<file path="src/smpr_pkg.sv">
/*
  Shared constants and carrier types of the motion-parameter register set.
  Assumes one 100 MHz clock and a command decoder that presents one access per strobe.
*/
package smpr_pkg;

  // ----------------------------------------
  // Register addresses
  // ----------------------------------------
  localparam logic [4:0] SMPR_ADDR_ELPOS  = 5'h02;
  localparam logic [4:0] SMPR_ADDR_MARK   = 5'h03;
  localparam logic [4:0] SMPR_ADDR_SPEED  = 5'h04;
  localparam logic [4:0] SMPR_ADDR_RAMPUP = 5'h05;
  localparam logic [4:0] SMPR_ADDR_RAMPDN = 5'h06;
  localparam logic [4:0] SMPR_ADDR_MAX    = 5'h07;
  localparam logic [4:0] SMPR_ADDR_MIN    = 5'h08;
  localparam logic [4:0] SMPR_ADDR_KHOLD  = 5'h09;
  localparam logic [4:0] SMPR_ADDR_FSSPD  = 5'h15;

  // ----------------------------------------
  // Field positions and reset values
  // ----------------------------------------
  localparam int          SMPR_LOWOPT_BIT  = 12;
  localparam int          SMPR_BOOST_BIT   = 10;
  localparam logic [8:0]  SMPR_RST_ELPOS   = 9'h000;
  localparam logic [21:0] SMPR_RST_MARK    = 22'h000000;
  localparam logic [11:0] SMPR_RST_RAMPUP  = 12'h08a;
  localparam logic [11:0] SMPR_RST_RAMPDN  = 12'h08a;
  localparam logic [11:0] SMPR_RAMPUP_RSVD = 12'hfff;
  localparam logic [9:0]  SMPR_RST_MAX     = 10'h041;
  localparam logic [12:0] SMPR_RST_MIN     = 13'h0000;
  localparam logic [10:0] SMPR_RST_FSSPD   = 11'h027;
  localparam logic [7:0]  SMPR_RST_KVAL    = 8'h29;

  // ----------------------------------------
  // Timing
  // ----------------------------------------
  localparam int         SMPR_CLK_NS   = 10;
  localparam int         SMPR_TICK_NS  = 250;
  localparam logic [4:0] SMPR_TICK_CYC = 5'((SMPR_TICK_NS + SMPR_CLK_NS - 1) / SMPR_CLK_NS);

  // ----------------------------------------
  // Types
  // ----------------------------------------
  typedef enum logic [3:0] {
    SMPR_STOPPED = 4'h1,
    SMPR_ACCEL   = 4'h2,
    SMPR_CONST   = 4'h4,
    SMPR_DECEL   = 4'h8
  } smpr_state_t;

  typedef struct packed {
    logic        wr;
    logic        rd;
    logic [4:0]  addr;
    logic [21:0] data;
  } smpr_cmd_t;

  typedef struct packed {
    logic [11:0] rampUp;
    logic [11:0] rampDown;
    logic [9:0]  rateCeiling;
    logic [11:0] rateFloor;
  } smpr_profile_t;

endpackage

</file>
<file path="src/smpr_fullstep_cmp.sv">
/*
  Full-step switch-over comparator.
  Assumes the speed input is already clamped and held in a register.
*/
`timescale 1ns/1ps
`default_nettype none
module smpr_fullstep_cmp (
  input  wire logic        clk,
  input  wire logic        reset,
  input  wire logic [19:0] speed,
  input  wire logic [9:0]  fsField,
  output logic             fullStep
);
  import smpr_pkg::*;

  // Threshold is (field + 0.5) * 2^-18; in 0.28 units that is {field, 1, 9 zeros},
  // so a zero field still means about 7.63 step/s and never forces full step.
  logic [19:0] threshold;
  assign threshold = {fsField, 1'b1, 9'h000};

  always_ff @(posedge clk) begin
    if (reset) begin
      fullStep <= 1'b0;
    end else begin
      fullStep <= (speed > threshold);
    end
  end
endmodule
`default_nettype wire

</file>
<file path="src/smpr_amp_select.sv">
/*
  Drive amplitude selector fed to the PWM modulators.
  Assumes the profile state comes one-hot from the motion engine.
*/
`timescale 1ns/1ps
`default_nettype none
module smpr_amp_select (
  input  wire logic                 clk,
  input  wire logic                 reset,
  input  wire smpr_pkg::smpr_state_t state,
  input  wire logic [7:0]           holdAmp,
  input  wire logic [7:0]           runAmp,
  input  wire logic [7:0]           accelAmp,
  input  wire logic [7:0]           decelAmp,
  output logic [7:0]                amplitude
);
  import smpr_pkg::*;

  // Code n means n/256 of supply; compensations are applied downstream.
  always_ff @(posedge clk) begin
    if (reset) begin
      amplitude <= SMPR_RST_KVAL;
    end else begin
      unique case (state)
        SMPR_STOPPED: amplitude <= holdAmp;
        SMPR_CONST:   amplitude <= runAmp;
        SMPR_ACCEL:   amplitude <= accelAmp;
        SMPR_DECEL:   amplitude <= decelAmp;
        default:      amplitude <= holdAmp;
      endcase
    end
  end
endmodule
`default_nettype wire

</file>
<file path="src/smpr_motion_regs.sv">
/*
  Motion-parameter register set of the stepper motion engine: electrical
  position, bookmark, present rate, ramp rates, rate limits, full-step
  threshold and the four drive amplitudes.
  Assumes a command decoder that issues one register access per strobe and
  a profile generator that supplies running state, speed and step pulses.
*/
// Notes on behaviour
// - Electrical position is 9 bits: two step bits, seven 1/128 microstep bits.
// - A host write to electrical position takes effect at once if the motor is stopped.
// - Writes to position, ramps or floor while running raise command error.
// - Present rate is read-only; writes are dropped and raise command error.
// - Bookmark holds 22-bit two's complement position in selected step units.
// - Present rate reads as unsigned 0.28 steps per 250 ns tick.
// - Ramp-up rate is unsigned 0.40; host never writes all ones.
// - Ramp-down rate is unsigned 0.40 steps per tick squared.
// - Rate ceiling is unsigned 0.18 steps per tick.
// - Present rate exceeds the programmed rate ceiling for at most one cycle after the ceiling is lowered.
// - Rate floor is 13 bits: bit 12 optimisation enable, 11..0 speed.
// - With optimisation on, floor is a threshold and profile floor is zero.
// - Above threshold (field + 0.5) * 2^-18 switch to full stepping.
// - Maximum threshold code keeps microstepping unless speed exceeds it.
// - Zero threshold means about 7.63 step/s, not forced full step.
// - Threshold register is 11 bits; bit 10 selects full-step boost.
// - Stopped motor uses hold amplitude.
// - Constant speed uses run amplitude.
// - Acceleration and deceleration start from their own amplitudes.
// - Amplitude code n drives n/256 of supply voltage.
// - A 3-bit selector picks full step down to 1/128 microstep.
`timescale 1ns/1ps
`default_nettype none
module smpr_motion_regs (
  input  wire logic                  clk,
  input  wire logic                  reset,
  input  wire smpr_pkg::smpr_cmd_t   cmd,
  input  wire logic                  motorRunning,
  input  wire smpr_pkg::smpr_state_t profileState,
  input  wire logic [2:0]            stepSel,
  input  wire logic                  stepPulse,
  input  wire logic                  stepDir,
  input  wire logic [19:0]           engineSpeed,
  output logic [21:0]                rdData,
  output logic                       rdValid,
  output logic                       cmdError,
  output logic [8:0]                 elPos,
  output logic [21:0]                bookmark,
  output smpr_pkg::smpr_profile_t    profileCfg,
  output logic                       lowRateOptEn,
  output logic [11:0]                lowRateThreshold,
  output logic [19:0]                presentRate,
  output logic                       fullStepActive,
  output logic                       boostMode,
  output logic [7:0]                 driveAmplitude,
  output logic                       tickStrobe
);
  import smpr_pkg::*;

  // ----------------------------------------
  // Decoding helpers
  // ----------------------------------------
  function automatic logic isWrite(input smpr_cmd_t c, input logic [4:0] a);
    isWrite = c.wr && (c.addr == a);
  endfunction

  // One step of the selected resolution, in 1/128 units.
  function automatic logic [8:0] stepInc(input logic [2:0] sel);
    stepInc = 9'h001 << (3'h7 - sel);
  endfunction

  // Keeps only the position bits that the selected resolution can reach.
  function automatic logic [8:0] resMask(input logic [2:0] sel);
    resMask = 9'h1ff << (3'h7 - sel);
  endfunction

  logic [12:0] floorReg_ff;
  logic [10:0] fsReg_ff;
  logic [7:0]  kval_ff [4];
  logic [2:0]  prevSel_ff;
  logic [4:0]  tickCnt_ff;
  logic        selChanged;
  logic [8:0]  nxt_stepPos;
  logic        guardedWr;

  assign selChanged = (stepSel != prevSel_ff);
  assign nxt_stepPos = stepDir ? 9'(elPos + stepInc(stepSel))
                               : 9'(elPos - stepInc(stepSel));

  // ----------------------------------------
  // Write protection
  // ----------------------------------------
  // These writes are only legal while the motor stands still.
  assign guardedWr = isWrite(cmd, SMPR_ADDR_ELPOS) || isWrite(cmd, SMPR_ADDR_RAMPUP) ||
                     isWrite(cmd, SMPR_ADDR_RAMPDN) || isWrite(cmd, SMPR_ADDR_MIN);

  always_ff @(posedge clk) begin
    if (reset) begin
      cmdError <= 1'b0;
    end else begin
      cmdError <= isWrite(cmd, SMPR_ADDR_SPEED)
                  || (guardedWr && motorRunning);
    end
  end

  // ----------------------------------------
  // Electrical position
  // ----------------------------------------
  // Priority: host write, then resolution change, then engine step.
  // The host is trusted to mask its write; the engine's own steps are masked.
  always_ff @(posedge clk) begin
    if (reset) begin
      elPos <= SMPR_RST_ELPOS;
    end else if (isWrite(cmd, SMPR_ADDR_ELPOS) && !motorRunning) begin
      elPos <= cmd.data[8:0];
    end else if (selChanged) begin
      elPos <= {elPos[8:7], 7'h00};
    end else if (stepPulse) begin
      elPos <= nxt_stepPos & resMask(stepSel);
    end
  end

  always_ff @(posedge clk) begin
    if (reset) begin
      prevSel_ff <= 3'h7;
    end else begin
      prevSel_ff <= stepSel;
    end
  end

  // ----------------------------------------
  // Bookmark
  // ----------------------------------------
  always_ff @(posedge clk) begin
    if (reset) begin
      bookmark <= SMPR_RST_MARK;
    end else if (isWrite(cmd, SMPR_ADDR_MARK)) begin
      bookmark <= cmd.data;
    end
  end

  // ----------------------------------------
  // Ramp rates and rate limits
  // ----------------------------------------
  always_ff @(posedge clk) begin
    if (reset) begin
      profileCfg.rampUp      <= SMPR_RST_RAMPUP;
      profileCfg.rampDown    <= SMPR_RST_RAMPDN;
      profileCfg.rateCeiling <= SMPR_RST_MAX;
      profileCfg.rateFloor   <= 12'h000;
    end else begin
      // The whole profile word has one driver; the floor follows its register a cycle later.
      profileCfg.rateFloor <= floorReg_ff[SMPR_LOWOPT_BIT] ? 12'h000
                                                           : floorReg_ff[11:0];
      if (isWrite(cmd, SMPR_ADDR_RAMPUP) && !motorRunning) begin
        profileCfg.rampUp <= cmd.data[11:0];
      end
      if (isWrite(cmd, SMPR_ADDR_RAMPDN) && !motorRunning) begin
        profileCfg.rampDown <= cmd.data[11:0];
      end
      if (isWrite(cmd, SMPR_ADDR_MAX)) begin
        profileCfg.rateCeiling <= cmd.data[9:0];
      end
    end
  end

  // The floor write still lands while running; only the error is raised.
  always_ff @(posedge clk) begin
    if (reset) begin
      floorReg_ff <= SMPR_RST_MIN;
    end else if (isWrite(cmd, SMPR_ADDR_MIN)) begin
      floorReg_ff <= cmd.data[12:0];
    end
  end

  always_ff @(posedge clk) begin
    if (reset) begin
      lowRateOptEn     <= 1'b0;
      lowRateThreshold <= 12'h000;
    end else begin
      lowRateOptEn     <= floorReg_ff[SMPR_LOWOPT_BIT];
      lowRateThreshold <= floorReg_ff[11:0];
    end
  end

  // ----------------------------------------
  // Present rate
  // ----------------------------------------
  // The engine should already respect the ceiling; clamping here keeps a
  // late ceiling write from showing a rate above it for more than one cycle.
  always_ff @(posedge clk) begin
    if (reset) begin
      presentRate <= 20'h00000;
    end else if (engineSpeed > {profileCfg.rateCeiling, 10'h000}) begin
      presentRate <= {profileCfg.rateCeiling, 10'h000};
    end else begin
      presentRate <= engineSpeed;
    end
  end

  always_ff @(posedge clk) begin
    if (reset) begin
      tickCnt_ff <= 5'h00;
      tickStrobe <= 1'b0;
    end else begin
      tickStrobe <= (tickCnt_ff == SMPR_TICK_CYC - 5'h01);
      tickCnt_ff <= (tickCnt_ff == SMPR_TICK_CYC - 5'h01) ? 5'h00 : 5'(tickCnt_ff + 5'h01);
    end
  end

  // ----------------------------------------
  // Full-step threshold and amplitudes
  // ----------------------------------------
  always_ff @(posedge clk) begin
    if (reset) begin
      fsReg_ff  <= SMPR_RST_FSSPD;
      boostMode <= 1'b0;
    end else begin
      if (isWrite(cmd, SMPR_ADDR_FSSPD)) begin
        fsReg_ff <= cmd.data[10:0];
      end
      boostMode <= fsReg_ff[SMPR_BOOST_BIT];
    end
  end

  for (genvar i = 0; i < 4; i++) begin : g_kval
    always_ff @(posedge clk) begin
      if (reset) begin
        kval_ff[i] <= SMPR_RST_KVAL;
      end else if (isWrite(cmd, 5'(SMPR_ADDR_KHOLD + 5'(i)))) begin
        kval_ff[i] <= cmd.data[7:0];
      end
    end
  end

  smpr_fullstep_cmp u_fullstep (
    .clk      (clk),
    .reset    (reset),
    .speed    (presentRate),
    .fsField  (fsReg_ff[9:0]),
    .fullStep (fullStepActive)
  );

  smpr_amp_select u_amp (
    .clk       (clk),
    .reset     (reset),
    .state     (profileState),
    .holdAmp   (kval_ff[0]),
    .runAmp    (kval_ff[1]),
    .accelAmp  (kval_ff[2]),
    .decelAmp  (kval_ff[3]),
    .amplitude (driveAmplitude)
  );

  // ----------------------------------------
  // Read-back
  // ----------------------------------------
  always_ff @(posedge clk) begin
    if (reset) begin
      rdValid <= 1'b0;
      rdData  <= 22'h000000;
    end else begin
      rdValid <= cmd.rd;
      if (cmd.rd) begin
        case (cmd.addr)
          SMPR_ADDR_ELPOS:  rdData <= {13'h0000, elPos};
          SMPR_ADDR_MARK:   rdData <= bookmark;
          SMPR_ADDR_SPEED:  rdData <= {2'h0, presentRate};
          SMPR_ADDR_RAMPUP: rdData <= {10'h000, profileCfg.rampUp};
          SMPR_ADDR_RAMPDN: rdData <= {10'h000, profileCfg.rampDown};
          SMPR_ADDR_MAX:    rdData <= {12'h000, profileCfg.rateCeiling};
          SMPR_ADDR_MIN:    rdData <= {9'h000, floorReg_ff};
          SMPR_ADDR_FSSPD:  rdData <= {11'h000, fsReg_ff};
          5'h09:            rdData <= {14'h0000, kval_ff[0]};
          5'h0a:            rdData <= {14'h0000, kval_ff[1]};
          5'h0b:            rdData <= {14'h0000, kval_ff[2]};
          5'h0c:            rdData <= {14'h0000, kval_ff[3]};
          default:          rdData <= 22'h000000;
        endcase
      end
    end
  end
endmodule
`default_nettype wire

</file>
<file path="config.mk">
export PLATFORM = sky130hd
export DESIGN_NAME = smpr_motion_regs
export DESIGN_NICKNAME = d
export VERILOG_FILES = /design/src/smpr_pkg.sv /design/src/smpr_fullstep_cmp.sv /design/src/smpr_amp_select.sv /design/src/smpr_motion_regs.sv
export SDC_FILE = /design/constraint.sdc
export NUM_CORES = 1
export LEC_CHECK = 0
export BUFFER_PORTS_ARGS = -buffer_cell sky130_fd_sc_hd__buf_2
export CORE_MARGIN = 2
export CORE_UTILIZATION = 55
export DETAILED_ROUTE_END_ITERATION = 10
export PLACE_DENSITY = 0.9
export SYNTH_ARGS = -nofsm -noshare
export SYNTH_HDL_FRONTEND = slang
export SYNTH_HIERARCHICAL = 1
export SYNTH_SLANG_ARGS = --single-unit
</file>
<file path="constraint.sdc">
create_clock -name clk -period 2.7 [get_ports clk]
set_clock_uncertainty 0.05 [all_clocks]
set_input_delay 0.27 -clock clk [delete_from_list [all_inputs] [get_ports clk]]
set_output_delay 0.27 -clock clk [all_outputs]
set_load 0.005 [all_outputs]
</file>
==> out/qor.yml, run 1 <==
outcome:
  outcome: "complete, but fails checks"
  violations: "negative hold slack"
power_and_ir_drop:
  vdd_drop_max_v: 0.000487
  leakage_nw: 5.07
  p_per_area_nw_per_um2: 600
synthesis:
  yosysSeqAreaShare: 0.462
  ys_ff_latch: 209
  yosys_warnings: 6
  netlist_area_um2: 9740
  ys_types: 76
  synthTopCellsByArea: "dfxtp_1 36%, edfxtp_1 9.9%, nand2_1 7.7%"
  synth_top_area_frac: 0.364
  ys.flop_type: "dfxtp_1"
  avgSynthCellArea_um2: 8.95
  synth_fp_nets: 1180
  async_flop_share: 0
  synth_top_area_cell: "dfxtp_1"
  synthCells: 1089
  synth_edf_count: 32
hold_path:
  hp-class: "in -> reg"
  hold_depth: 2
clocking:
  cts_tree: "done"
  cts_max_path_buffers: 3
  ctsRootBufferMaster: "clkbuf_16"
  clkTransAtPathRegs_ns: 0.06
  worstSkewPairLatency_ns: 0.51
  cts_sinks: 209
  cts_buffers: 22
  post_cts_buffers: 0
  h-tree-depth: 1
critical_path:
  cp_max_fo: 18
  worstPathRequired_ns: 3.05
  critPathSlowestCell: "dfxtp_1"
  path_cells: "inv_1 -> ha_1 -> nand4_1 -> nor3_1 -> a21oi_1 -> a31oi_2 -> buf_12 -> mux2i_1"
  critical_path_class: "reg -> reg"
  cp-end-kind: "flop"
  cpPeakStageDelay_ns: 0.38
  r2r_cells: 8
  cp-start-kind: "flop"
  arrival_ns: 2.78
final_layout:
  fillCellCount: 1323
  drive_gt1_frac: 0.227
  num-nets-final: 1381
  mostFrequentLayoutCells: "204 x buf_2, 201 x nand2_1, 177 x dfxtp_1"
  synthToLayoutAreaGrowth_pct: 22.1
  antenna_cells: 0
  layout_commonest_cell: "buf_2"
floorplanning:
  start_util: 0.563
  ios: 206
  core_area_um2: 17300
  die_y_um: 137
  dieArea_um2: 18800
  die-width_um: 137
  rows: 48
sta:
  final_max_slew_viol_count: 0
  min_period_ns: 2.42
  period_share: 0.897
  worstMarginPinSlew_ns: 0.771
  hold_ws_ns: -0.0000769
  fmax_mhz: 413
  rsz0062_at_grt: "false"
  fin_tns_setup_ns: 0
  finalHoldViolations: 1
  finalSetupViolCount: 0
  slew_headroom: 0.485
placed_design:
  port_buffers: 205
  dp_hpwl_um: 23200
  gp_congestion: 0.995
route:
  first_pass_iters: 9
  routed_wl_um: 33600
  drt_iter0_drc: 1106
  route.detailed.wl_per_inst_um: 22.0
  vias: 9693
  antenna_left: 0
  drc: 0
  via_per_inst: 6.34
grt:
  grt_pass1_wl_um: 50400
  grt_use_total: 0.348
  grt_max_degree: 55
  grt_pass1_vias: 9197
  antenna_found_initial: 0
  gr-total-overflow: 0
job:
  maxCapViolations: 0
final timing paths:
path,startpoint,end,slack (ns)
setup / recovery,profileCfg[21],presentRate[17],0.28
hold reg to reg,tickCnt_ff[0],tickCnt_ff[0],0.42
hold / removal,engineSpeed[2],presentRate[2],-0.00008
setup reg to reg,profileCfg[21],presentRate[17],0.28
where the power goes:
part           total [W]  leakage, nW  switching [W]  internal, W
registers        0.00331         1.75      0.0000738      0.00324
logic           0.000645         2.95       0.000398     0.000246
clock network    0.00318        0.373        0.00123      0.00195
total            0.00714         5.07        0.00171      0.00543
worst max-delay path, delay by kind of cell, from the launching register on:
| kind | cells | cell delay (ns) |
|---|---|---|
| compound gates | 2 | 0.51 |
| fa+ha+maj | 1 | 0.31 |
| buf+inv | 2 | 0.32 |
| flops | 1 | 0.38 |
| mux | 1 | 0.28 |
| simple gates | 2 | 0.47 |
repair_timing:
item / in CTS / in global routing
hold buffers: 26 / 0
endpoints found under the hold margin: 27 / 0
resized for setup: 0 / 0
area by class of cell:
class                   instances  area (µm²)  area share
multi-input cells             767        4720       0.397
inverters                      30         113     0.00946
flip-flops and latches        209        4500       0.379
clock buffers                  30         643      0.0540
well taps                     225         282      0.0237
repair buffers                260        1520       0.128
clock inverters                 7         114     0.00957
kinds of logic (layout without fill, tap and decap cells):
group                      after synthesis  count (layout)  synth area share
AOI/OAI and AO/OA                      241             241             0.172
xor gates and xnor gates                10              10           0.00899
adders and majority gates               30              30            0.0393
buffers and inverters                  113             327            0.0535
DFF                                    209             209             0.462
muxes                                   25              25            0.0262
and+or+nand+nor                        461             461             0.238
routing by layer:
layer  GRT usage  part of all wire  up-vias
li1            -                 -     4271
met5           0                 0        -
met4       0.191             0.056        0
met1       0.437              0.36     4530
met3      0.0722              0.12      147
met2       0.560              0.46      745
state kept, by name (all words and copies together) (netlist names), 5 cells and up:
register and count:
bookmark 22, elPos 9, floorReg_ff 13, fsReg_ff 11, kval_ff 32, lowRateThreshold 12
presentRate 20, profileCfg 46, rdData 22, tickCnt_ff 5, u_amp/amplitude 8
stage by stage:
step	setup slack [ns]	cell area, µm²	power [W]	util	cells
final	0.279	11900	0.00714	0.688	1528
after global routing	0.214	11900	0.00731	0.688	1528
after CTS	0.489	11900	0.00712	0.688	1528
after floorplan	0.437	9740	0.00371	-	1089
after global placement	0.300	10900	0.00394	0.629	1465
after detailed placement	0.294	10900	0.00395	0.629	1465
synthesized netlist by cell type (9+ instances only):
| library cell | n |
|---|---|
| or3_1 | 14 |
| o21ai_0 | 14 |
| a22o_1 | 18 |
| a22oi_1 | 26 |
| nand4_1 | 10 |
| nor3b_1 | 11 |
| clkbuf_1 | 42 |
| buf_4 | 12 |
| ha_1 | 29 |
| inv_1 | 29 |
| a32oi_1 | 12 |
| a221oi_1 | 9 |
| nor2_1 | 48 |
| a21oi_1 | 95 |
| dfxtp_1 | 177 |
| edfxtp_1 | 32 |
| mux2i_1 | 21 |
| buf_2 | 24 |
| and2_1 | 43 |
| nand2_1 | 201 |
| nor2b_1 | 24 |
| nand3_1 | 51 |
| a21o_1 | 12 |
| nor3_1 | 16 |
Power figures use the tool's default switching activity.
==> run 2, diff against run 1 <==
--- a/config.mk
+++ b/config.mk
@@ -7,9 +7,9 @@
 export LEC_CHECK = 0
 export BUFFER_PORTS_ARGS = -buffer_cell sky130_fd_sc_hd__buf_2
 export CORE_MARGIN = 2
-export CORE_UTILIZATION = 55
+export CORE_UTILIZATION = 45
 export DETAILED_ROUTE_END_ITERATION = 10
-export PLACE_DENSITY = 0.9
+export PLACE_DENSITY = 0.78
 export SYNTH_ARGS = -nofsm -noshare
 export SYNTH_HDL_FRONTEND = slang
 export SYNTH_HIERARCHICAL = 1
==> run 2 against run 1 <==
Against the previous run:
- the flow now finishes without violations
- largest power group is now the clock network
- combinational power down 1%
- first-iteration DRC count down 4.2%
- utilization down 12 points
- design area up 1.2%
- highest routed layer unchanged
- critical endpoint is now presentRate[16]
- register-to-register slack better by 0.21 ns
==> out/qor.yml, run 2 (synthesis results as in run 1) <==
outcome:
  outcome: "completed"  # was complete, but fails checks
clocking:
  cts_sinks: 209  # unchanged
  cts_resized: 0  # unchanged
  h-tree-depth: 1  # unchanged
  clkTransAtPathRegs_ns: 0.06  # about the same
  post_cts_buffers: 0  # unchanged
  cts_tree: "done"  # unchanged
  cts_max_path_buffers: 3  # unchanged
  ctsRootBufferMaster: "clkbuf_16"  # unchanged
  worstSkewPairLatency_ns: 0.52  # was 0.51 ns
  cts_buffers: 23  # was 22
final_layout:
  fillCellCount: 1816  # was 1323
  synthToLayoutAreaGrowth_pct: 23.5  # was 22.1%
  num-nets-final: 1383  # was 1381
  layout_commonest_cell: "buf_2"  # unchanged
  largest_register: "profileCfg"  # unchanged
  drive_gt1_frac: 0.227  # about the same
  top_regs: "profileCfg: 46 flops, kval_ff: 32 flops"  # unchanged
  largest_reg_flops: 46  # unchanged
  mostFrequentLayoutCells: "204 x buf_2, 201 x nand2_1, 177 x dfxtp_1"  # unchanged
  antenna_cells: 0  # unchanged
  multiInputGateArea_um2: 4720  # unchanged
  seqCellArea_um2: 4500  # unchanged
power_and_ir_drop:
  vdd_drop_max_v: 0.000410  # was 0.000487 V
  p_per_area_nw_per_um2: 604  # was 600 nW/µm²
  leakage_nw: 5.08  # was 5.07 nW
  total_power_w: 0.00726  # was 0.00714 W
critical_path:
  arrival_ns: 2.61  # was 2.78 ns
  cp_max_fo: 20  # was 18
  path_cells: "inv_1 -> ha_1 -> nand4_1 -> nor3_1 -> a21oi_1 -> a31oi_2 -> buf_4 -> mux2i_1"  # was inv_1 -> ha_1 -> nand4_1 -> nor3_1 -> a21oi_1 -> a31oi_2 -> buf_12 -> mux2i_1
  worst-path-buf-inv: 2  # unchanged
  cp-end-kind: "flop"  # unchanged
  reg2reg_slack_ns: 0.49  # was 0.28 ns
  crit_path_end: "presentRate[16]"  # was presentRate[17]
  worstPathRequired_ns: 3.10  # was 3.05 ns
  path_delay_family: "flip-flops"  # was compound AO/OA/AOI/OAI gates
  cpPeakStageDelay_ns: 0.47  # was 0.38 ns
  critPathSlowestCell: "dfxtp_1"  # unchanged
  cp.depth: 8  # unchanged
  critical_path_class: "reg -> reg"  # unchanged
  timing.rr.start: "profileCfg[21]"  # unchanged
  startpoint: "profileCfg[21]"  # unchanged
  r2r_end: "presentRate[16]"  # was presentRate[17]
  r2r_cells: 8  # unchanged
  cp-start-kind: "flop"  # unchanged
route:
  drc: 0  # unchanged
  drt_iter0_drc: 1059  # was 1106
  routed_wl_um: 33200  # was 33600 µm
  vias: 9530  # was 9693
  antenna_left: 0  # unchanged
  route.detailed.wl_per_inst_um: 20.9  # was 22.0 µm
  first_pass_iters: 6  # was 9
  via_per_inst: 6.02  # was 6.34
grt:
  grt_use_total: 0.284  # was 0.348
  met1_usage: 0.367  # was 0.437
  gr-total-overflow: 0  # unchanged
  grt_busiest_layer: "met2"  # unchanged
  grt_max_degree: 98  # was 55
  globalRouteMet3Util: 0.0551  # was 0.0722
  antenna_found_initial: 0  # unchanged
  use_met2: 0.456  # was 0.560
  grt_pass1_wl_um: 50100  # was 50400 µm
  grt_pass1_vias: 8805  # was 9197
sta:
  hold_ws_ns: 0.0236  # was -0.0000769 ns
  finalSetupViolCount: 0  # unchanged
  final_max_slew_viol_count: 0  # unchanged
  min_period_ns: 2.21  # was 2.42 ns
  worstMarginPinSlew_ns: 0.778  # was 0.771 ns
  period_share: 0.819  # was 0.897
  rsz0062_at_grt: "false"  # unchanged
  finalHoldViolations: 0  # was 1
  fmax_mhz: 452  # was 413 MHz
  fin_tns_setup_ns: 0  # unchanged
  slew_headroom: 0.480  # was 0.485
floorplanning:
  die-width_um: 151  # was 137 µm
  die_y_um: 151  # was 137 µm
  dieArea_um2: 22800  # was 18800 µm²
  rows: 53  # was 48
  core_area_um2: 21200  # was 17300 µm²
  start_util: 0.461  # was 0.563
  ios: 206  # unchanged
job:
  maxCapViolations: 0  # unchanged
hold_path:
  hp-class: "in -> reg"  # unchanged
placed_design:
  dp_hpwl_um: 23800  # was 23200 µm
  gp_congestion: 0.985  # was 0.995
  port_buffers: 205  # unchanged
-- run 2: per-layer routing --
metal,vias to the layer above,share of wire
met1,4449,0.38
met5,-,0
met3,148,0.11
met2,652,0.45
met4,0,0.060
li1,4281,-
-- run 2: timing repair --
action / 4_1_cts / 5_1_grt
hold buffers: 32 / 0
hold endpoints to repair: 36 / 0
setup endpoints to repair: 0 / 0
-- run 2: area by class of cell --
type	instances	area share
well taps	275	0.0286
multi-input cells	767	0.393
flip-flops and latches	209	0.374
clock buffers	30	0.0543
clock inverters	12	0.0130
inverters	30	0.00936
repair buffers	261	0.128
-- run 2: metrics by stage --
step,area (µm²),util,setup slack (ns),instances
floorplan,9740,-,0.437,1089
global placement,10900,0.516,0.290,1510
detailed placement,10900,0.516,0.292,1510
CTS,12000,0.569,0.525,1584
global route,12000,0.569,0.355,1584
finish,12000,0.569,0.489,1584
-- run 2: worst min-delay path by stage --
stage,start,to,slack (ns),depth (start not counted)
4_1_cts,stepPulse,elPos[8],0.02,3
5_1_grt,stepPulse,elPos[8],0.04,3
3_5_place_dp,rdData[21],rdData[21],0.40,2
2_1_floorplan,cmd[10],floorReg_ff[10],0.36,2
3_3_place_gp,rdData[21],rdData[21],0.39,2
6_report,stepPulse,elPos[8],0.02,3
-- run 2: where the power goes --
part           total (W)  switching, W  internal, W
logic           0.000636      0.000389     0.000247
clock network    0.00332       0.00131      0.00201
registers        0.00331     0.0000749      0.00324
-- run 2: worst register-to-register path: stages, from the launching register on --
cell and delay, ns:
dfxtp_1 0.47, inv_1 0.09, ha_1 0.31, nand4_1 0.11, nor3_1 0.28, a21oi_1 0.12
a31oi_2 0.17, buf_4 0.31, mux2i_1 0.24
